## src/hw/frt_regs.svh

```systemverilog
// frt_regs.svh: addresses, bit positions and timing counts of the timer.
// assumes byte-wide register access at the documented addresses.
`ifndef FRT_REGS_SVH
`define FRT_REGS_SVH

`define FRT_A_CTRL  8'h12
`define FRT_A_STAT  8'h13
`define FRT_A_CAPH  8'h14
`define FRT_A_CAPL  8'h15
`define FRT_A_CMPH  8'h16
`define FRT_A_CMPL  8'h17
`define FRT_A_CNTH  8'h18
`define FRT_A_CNTL  8'h19
`define FRT_A_ALTH  8'h1A
`define FRT_A_ALTL  8'h1B

// enables in control and flags in status share bit positions
`define FRT_B_CAP   7
`define FRT_B_CMP   6
`define FRT_B_OVF   5

`define FRT_CNT_RST 16'hFFFC
`define FRT_CNT_MAX 16'hFFFF
`define FRT_PRESCALE 4
`define FRT_OSC_DLY  4064

`endif

```

## src/hw/frt_pkg.sv

```systemverilog
// frt_pkg: state types of the free-running timer.
// assumes nothing beyond the register header.
package frt_pkg;

    typedef enum logic [0:0] {
        FRT_WAIT = 1'b0,
        FRT_RUN  = 1'b1
    } frt_cnt_mode_t;

    typedef struct packed {
        frt_cnt_mode_t mode;
        logic [11:0]   dly;
        logic [7:0]    phase;
        logic [15:0]   count;
        logic          tick;
        logic          wrap;
    } frt_cnt_state_t;

    typedef struct packed {
        logic [2:0]  en;
        logic        capture_flag;
        logic        compare_flag;
        logic        overflow_flag;
        logic        ica;
        logic        oca;
        logic        toa;
        logic [15:0] cap;
        logic        cap_inh;
        logic [15:0] cmp;
        logic        cmp_inh;
        logic [7:0]  buf8;
        logic        bufv;
        logic        restart;
        logic [7:0]  rdata;
        logic        irq;
    } frt_state_t;

endpackage

```

## src/hw/frt_cnt_if.sv

```systemverilog
// frt_cnt_if: link between the register logic and the counter core.
// assumes both ends share clk_i.
`timescale 1ns/1ps
`default_nettype none

interface frt_cnt_if;
    logic        restart;
    logic        tick;
    logic        wrap;
    logic [15:0] count;

    modport cnt (input restart, output tick, output wrap, output count);
    modport ctl (output restart, input tick, input wrap, input count);
endinterface

`default_nettype wire

```

## src/hw/frt_counter.sv

```systemverilog
// frt_counter: 16-bit free-running counter behind a fixed prescaler.
// assumes clk_i is the internal bus clock; restart is a one-cycle pulse.
`timescale 1ns/1ps
`default_nettype none
`include "frt_regs.svh"

module frt_counter
    import frt_pkg::*;
#(
    parameter int PRESCALE = `FRT_PRESCALE,
    parameter int OSC_DLY  = `FRT_OSC_DLY
) (
    input  wire logic   clk_i,
    input  wire logic   rst_n_i,
    frt_cnt_if.cnt      cb
);

    // phase and delay counters are 8 and 12 bits wide
    if (PRESCALE < 2 || PRESCALE > 256 || OSC_DLY < 1 || OSC_DLY > 4095) begin : g_bad_param
        $error("frt_counter: parameter out of range");
    end

    localparam logic [7:0]  PH_LAST  = 8'(PRESCALE - 1);
    localparam logic [11:0] DLY_LAST = 12'(OSC_DLY - 1);

    frt_cnt_state_t s_reg;
    frt_cnt_state_t s_next;

    always_comb begin
        s_next      = s_reg;
        s_next.tick = 1'b0;
        s_next.wrap = 1'b0;
        case (s_reg.mode)
            FRT_WAIT: begin
                // preset value held through oscillator start-up
                s_next.dly = s_reg.dly + 12'h001;
                if (s_reg.dly == DLY_LAST) begin
                    s_next.mode = FRT_RUN;
                end
            end
            FRT_RUN: begin
                s_next.phase = s_reg.phase + 8'h01;
                // bus clock low phase is modelled as the last prescaler slot
                if (s_reg.phase == PH_LAST) begin
                    s_next.phase = 8'h00;
                    s_next.count = s_reg.count + 16'h0001;
                    s_next.tick  = 1'b1;
                    s_next.wrap  = (s_reg.count == `FRT_CNT_MAX);
                end
            end
            default: begin
                s_next.mode = FRT_WAIT;
            end
        endcase
        if (cb.restart) begin
            s_next.count = `FRT_CNT_RST;
            s_next.phase = 8'h00;
            s_next.tick  = 1'b0;
            s_next.wrap  = 1'b0;
        end
    end

    always_ff @(posedge clk_i) begin
        if (!rst_n_i) begin
            s_reg <= '{mode: FRT_WAIT, dly: 12'h000, phase: 8'h00,
                       count: `FRT_CNT_RST, tick: 1'b0, wrap: 1'b0};
        end else begin
            s_reg <= s_next;
        end
    end

    assign cb.count = s_reg.count;
    assign cb.tick  = s_reg.tick;
    assign cb.wrap  = s_reg.wrap;

endmodule

`default_nettype wire

```

## src/hw/frt_timer.sv

```systemverilog
// frt_timer: register file, flags and read buffering of the free-running timer.
// assumes a byte-wide processor port; rd_i/wr_i are one-cycle strobes.
`timescale 1ns/1ps
`default_nettype none
`include "frt_regs.svh"

// How it works
// - 16-bit counter, bus clock divided by four
// - reset preset FFFC; reads never disturb count
// - power-on: hold preset until oscillator delay
// - count steps in bus clock low phase
// - wrap from all-ones sets overflow flag
// - status read then counter low read clears overflow
// - alternate counter reads never clear overflow
// - status read then capture low access clears capture
// - compare match sets flag; status+compare-low clears
// - three enables, all cleared by reset
// - overflow interrupt only with bit 5 enable
// - ten byte registers at 12 to 1B
// - high access inhibits function until low access
// - lone low read returns live count
// - high read buffers low byte, frozen
// - low write reloads FFFC, resets prescaler
// - reload ends pending buffered read sequence
module frt_timer
    import frt_pkg::*;
#(
    parameter int PRESCALE = `FRT_PRESCALE,
    parameter int OSC_DLY  = `FRT_OSC_DLY
) (
    input  wire logic       clk_i,
    input  wire logic       rst_n_i,
    input  wire logic [7:0] addr_i,
    input  wire logic       rd_i,
    input  wire logic       wr_i,
    input  wire logic [7:0] wdata_i,
    input  wire logic       capture_i,
    output logic      [7:0] rdata_o,
    output logic            irq_o
);

    frt_cnt_if cb ();

    frt_counter #(
        .PRESCALE (PRESCALE),
        .OSC_DLY  (OSC_DLY)
    ) u_counter (
        .clk_i   (clk_i),
        .rst_n_i (rst_n_i),
        .cb      (cb)
    );

    frt_state_t s_reg;
    frt_state_t s_next;

    logic rd_stat;
    logic acc_capl;
    logic rd_caph;
    logic acc_cmpl;
    logic wr_cmph;
    logic rd_cntl;
    logic rd_hi;
    logic rd_lo;
    logic wr_lo;
    logic cmp_hit;

    always_comb begin
        rd_stat  = rd_i && (addr_i == `FRT_A_STAT);
        rd_caph  = rd_i && (addr_i == `FRT_A_CAPH);
        acc_capl = (rd_i || wr_i) && (addr_i == `FRT_A_CAPL);
        wr_cmph  = wr_i && (addr_i == `FRT_A_CMPH);
        acc_cmpl = (rd_i || wr_i) && (addr_i == `FRT_A_CMPL);
        rd_cntl  = rd_i && (addr_i == `FRT_A_CNTL);
        rd_hi    = rd_i && (addr_i == `FRT_A_CNTH || addr_i == `FRT_A_ALTH);
        rd_lo    = rd_i && (addr_i == `FRT_A_CNTL || addr_i == `FRT_A_ALTL);
        wr_lo    = wr_i && (addr_i == `FRT_A_CNTL || addr_i == `FRT_A_ALTL);
        // compare sampled once per count step, so a cleared flag is not
        // set again while the count rests on the matching value
        cmp_hit  = cb.tick && !s_reg.cmp_inh && (cb.count == s_reg.cmp);
    end

    always_comb begin
        s_next         = s_reg;
        s_next.restart = wr_lo;

        // read data; unmapped addresses answer zero
        if (rd_i) begin
            case (addr_i)
                `FRT_A_CTRL: s_next.rdata = {s_reg.en, 5'h00};
                `FRT_A_STAT: s_next.rdata = {s_reg.capture_flag, s_reg.compare_flag, s_reg.overflow_flag, 5'h00};
                `FRT_A_CAPH: s_next.rdata = s_reg.cap[15:8];
                `FRT_A_CAPL: s_next.rdata = s_reg.cap[7:0];
                `FRT_A_CMPH: s_next.rdata = s_reg.cmp[15:8];
                `FRT_A_CMPL: s_next.rdata = s_reg.cmp[7:0];
                `FRT_A_CNTH,
                `FRT_A_ALTH: s_next.rdata = cb.count[15:8];
                `FRT_A_CNTL,
                `FRT_A_ALTL: begin
                    s_next.rdata = s_reg.bufv ? s_reg.buf8 : cb.count[7:0];
                end
                default: s_next.rdata = 8'h00;
            endcase
        end

        // control writes
        if (wr_i && addr_i == `FRT_A_CTRL) begin
            s_next.en = wdata_i[`FRT_B_CAP:`FRT_B_OVF];
        end

        // counter buffering
        if (rd_hi && !s_reg.bufv) begin
            s_next.buf8 = cb.count[7:0];
            s_next.bufv = 1'b1;
        end
        if (rd_lo || wr_lo) begin
            s_next.bufv = 1'b0;
        end

        // compare register pair
        if (wr_cmph) begin
            s_next.cmp[15:8] = wdata_i;
            s_next.cmp_inh   = 1'b1;
        end
        if (wr_i && addr_i == `FRT_A_CMPL) begin
            s_next.cmp[7:0] = wdata_i;
            s_next.cmp_inh  = 1'b0;
        end

        // capture register pair
        if (rd_caph) begin
            s_next.cap_inh = 1'b1;
        end
        if (acc_capl) begin
            s_next.cap_inh = 1'b0;
        end

        // first step of each clearing sequence
        if (rd_stat) begin
            s_next.ica = s_reg.ica | s_reg.capture_flag;
            s_next.oca = s_reg.oca | s_reg.compare_flag;
            s_next.toa = s_reg.toa | s_reg.overflow_flag;
        end

        // second step; only the primary counter low byte clears overflow
        if (acc_capl && s_reg.ica) begin
            s_next.capture_flag = 1'b0;
            s_next.ica = 1'b0;
        end
        if (acc_cmpl && s_reg.oca) begin
            s_next.compare_flag = 1'b0;
            s_next.oca = 1'b0;
        end
        if (rd_cntl && s_reg.toa) begin
            s_next.overflow_flag = 1'b0;
            s_next.toa = 1'b0;
        end

        // events last: a set in the clearing cycle wins
        if (capture_i) begin
            s_next.capture_flag = 1'b1;
            if (!s_reg.cap_inh) begin
                s_next.cap = cb.count;
            end
        end
        if (cmp_hit) begin
            s_next.compare_flag = 1'b1;
        end
        if (cb.wrap) begin
            s_next.overflow_flag = 1'b1;
        end

        s_next.irq = |({s_next.capture_flag, s_next.compare_flag, s_next.overflow_flag} & s_next.en);
    end

    // flags, capture and compare have no defined reset state; zero keeps
    // simulation clean and software must still initialise them
    always_ff @(posedge clk_i) begin
        if (!rst_n_i) begin
            s_reg <= '0;
        end else begin
            s_reg <= s_next;
        end
    end

    assign cb.restart = s_reg.restart;
    assign rdata_o    = s_reg.rdata;
    assign irq_o      = s_reg.irq;
endmodule

`default_nettype wire

```

## config.mk

```make
export PLATFORM = sky130hd
export DESIGN_NAME = frt_timer
export DESIGN_NICKNAME = d
export VERILOG_FILES = /design/src/hw/frt_pkg.sv /design/src/hw/frt_cnt_if.sv /design/src/hw/frt_counter.sv /design/src/hw/frt_timer.sv
export VERILOG_INCLUDE_DIRS = /design/src /design/src/hw
export SDC_FILE = /design/constraint.sdc
export NUM_CORES = 1
export LEC_CHECK = 0
export BUFFER_PORTS_ARGS = -buffer_cell sky130_fd_sc_hd__buf_2
export CAP_MARGIN = 20
export CORE_UTILIZATION = 55
export DETAILED_ROUTE_END_ITERATION = 8
export PLACE_DENSITY = 0.8
export SLEW_MARGIN = 20
export SYNTH_ARGS = -nofsm -noshare
export SYNTH_HDL_FRONTEND = slang
export SYNTH_SLANG_ARGS = --single-unit
```

## constraint.sdc

```tcl
create_clock -name clk_i -period 3.5 [get_ports clk_i]
set_input_delay 0.175 -clock clk_i [delete_from_list [all_inputs] [get_ports clk_i]]
set_output_delay 0.175 -clock clk_i [all_outputs]
set_load 0.01 [all_outputs]
```

==> results.md <==
- Combinational share of power: 4.9%
- Site Rows: 33
- First-pass GRT wire length: 17,700 µm
- Ys async rst share: 0%
- Max Cap Violations: 0
- Final worst-path cycle share: 67.2%
- Latest clock arrival within the worst-skew pair: 0.37 ns
- Clock share of power: 36.5%
- Worst-Margin Slew: 0.875 ns
- Yosys reg bits: 101
- # placed instances: 647
- Antenna violations before repair: 0
- Register area share after synthesis: 41.6%
- Mux cell area share after synthesis: 6.89%
- Reg area: 2020 µm²
- FMAX: 0.425 GHz
- Total Die Area: 9220 µm²
- Crit path DAT: 2.62 ns
- CP Launch Type: flip-flop
- Fin crit period: 2.35 ns
- Most numerous cell in the Yosys netlist: dfxtp_1
- RSZ-0062 raised after global routing: false
- Post-DR vias/cell: 5.80
- Seq pwr share: 58.5%
- Number of synthesized flops with an enable pin: 0
- Clock Path Buffers: 2
- Most frequent cells after synthesis: 101 x dfxtp_1, 81 x nand2_1, 34 x clkbuf_1
- PwrDens: 390 nW/µm²
- Vias in the first global route: 3,762
- Routed vias: 3,843
- Syn Inst Count: 556
- Final Skew: 0.0116 ns
- Placed instance area: 4940 µm²
- CTS HTree Levels: 3
- TritonCTS buffer count: 9
- Final setup fails: 0
- Critical path capture point: u_counter.cb.count[11]
- Slew HR: 40.8%
- Main area contributors after synthesis: dfxtp_1 42%, nand2_1 6.3%, mux2i_1 6.0%
- R2R cell count: 6
- Pleak: 0.00196 µW
- GRT Total Usage: 25.3%
- P_sw: 469 µW
- Non-filler instance count after layout: 663
- Detailed placer's ending HPWL: 7560 µm
- Initial core utilization: 58.0%
- Wire per inst: 16.1 µm
- Hold buffers post-CTS: 0
- Sink Count: 101
- Largest family of logic cells by synthesized area: simple AND/OR/NAND/NOR gates
- Setup TNS Final: 0 ns
- Root Driver: clkbuf_8
- CP Launch Point: u_counter.s_reg[18]
- Hold path depth: 3
- I/O pins: 30
- Syn Nets: 580
- Clk slew on worst S/H paths: 0.10 ns
- Synth warn: 0
- Mapped Area: 4860 µm²
- Placer Congestion: 0.834
- RR Endpoint: u_counter.cb.count[11]
- Critical path class: reg -> reg
- Die W: 96.0 µm
- Largest net degree at the start of global routing: 39
- Critical R2R Launch: u_counter.s_reg[18]
- Synth Area in Adders: 0.772%
- Endpoints failing hold: 0
- DRC: 0
- R2R Setup Slk: 1.15 ns
- VDD IR max: 261 µV
- Non-Filler Cell Area, Final: 5130 µm²
- Area occupied by multi-input gates: 2580 µm²
- Post-Synth Simple-Gate Area: 24.6%
- HP Class: in -> reg
- Yosys top cell by area: dfxtp_1
- Area Overhead vs Synth: 5.56%
- Chip Height: 96.0 µm
- Outcome: finished, final reports clean
- Fillers: 718
- Sw frac: 23.4%
- Post-cts sizing count: 0
- CP required: 3.76 ns
- # Post-CTS Setup Buffers: 0
- Mean Syn Cell Area: 8.75 µm²
- Port Buffers: 29
- Initial DRT Pass Iterations: 4
- Nets: 577
- DRT iter0 DRCs: 244
- XOR/XNOR Fraction of Synth Area: 8.10%
- Ant diodes: 0
- Dominant synthesized flop cell: dfxtp_1
- Antenna viol nets, final: 0
- Yosys top cell area share: 41.6%
- Pins Over Slew Limit: 0
- Final wirelength: 10,700 µm
- Post-synth cell types: 52
- Congestion Overflow GR: 0
- Core Area: 8380 µm²
- Crit. End Element: flip-flop
- Max reg flops: 52
- CTS tree: built
- Internal power: 1540 µW
- Share of cells above drive strength 1: 10.0%
- Worst Path Max Fanout: 9
- Compound-Gate Fraction of Synth Area: 12.7%
==> per-layer routing <==
layer	GRT usage [%]	vias to the layer above	routed length (µm)
li1	-	1893	-
met1	31.0	1819	4750
met2	43.7	113	5190
met3	5.85	18	575
met4	8.21	0	170
met5	0	-	0
==> placed cells by master (no fill, tap or decap), drive strengths merged, types with 3 or more instances in the layout <==
cell type,Yosys,final
inv,8,9
a22o,7,7
ha,3,3
xor2,22,22
o21ai,14,14
or3,8,8
nand2b,5,5
a2bb2oi,3,3
a22oi,10,10
nor3,18,18
o2bb2ai,3,3
clkbuf,34,11
nor2,20,20
nand2,81,81
nor4,5,5
nand4,6,6
buf,13,33
a21boi,27,27
mux2,4,4
nand3b,3,3
nand3,26,26
xnor2,23,23
dfxtp,101,101
nor3b,4,4
nor2b,27,27
and2,14,14
a2111oi,3,3
mux2i,29,29
a21oi,7,7
and3,8,8
==> logic make-up after synthesis <==
group | after synthesis
flip-flops | 101
AND/OR/NAND/NOR | 234
adder cells (fa/ha/maj) | 3
buffers and inverters | 55
multiplexers | 33
AO/OA/AOI/OAI | 85
XOR/XNOR | 45
==> area by class of cell <==
type / count / area share (%)
multi-input combinational: 400 / 50.3
sequential: 101 / 39.4
timing repair buffer: 33 / 3.41
clock buffer: 11 / 2.56
tap: 105 / 2.56
clock inverter: 5 / 1.17
inverter: 8 / 0.585
==> critical path, stage by stage, from the launching register on <==
cell      delay (ns)
dfxtp_1         0.43
ha_1            0.24
nor4bb_1        0.54
nand4_1         0.41
nor4_1          0.38
xnor2_1         0.18
nand2_1         0.07
==> stage by stage <==
stage                     setup WS (ns)  power [µW]  util (%)  hold WS (ns)
final                              1.15        2000      61.2        0.0878
after global routing              0.979        2070      61.2        0.0950
after CTS                          1.15        2020      61.2        0.0807
after detailed placement          0.907        1300      59.0         0.443
after global placement            0.983        1290      59.0         0.430
after floorplan                    1.51        1260         -         0.326
==> power by group through the flow <==
stage / registers (µW) / clock network (µW) / logic [µW]
2_1_floorplan: 1200 / 0 / 66.9
3_3_place_gp: 1200 / 0 / 95.4
3_5_place_dp: 1200 / 0 / 98.3
4_1_cts: 1170 / 745 / 98.6
5_1_grt: 1180 / 788 / 109
6_report: 1170 / 732 / 98.9
==> worst min path at each step <==
stage                          start         end  slack (ns)
after global routing      wdata_i[3]   s_reg[23]        0.09
final                     wdata_i[3]   s_reg[23]        0.09
after detailed placement  rdata_o[5]  rdata_o[5]        0.44
after CTS                 wdata_i[3]   s_reg[23]        0.08
after global placement    rdata_o[4]  rdata_o[4]        0.43
after floorplan           wdata_i[5]   s_reg[25]        0.33
Note: power is estimated with default switching activity, not from simulation.
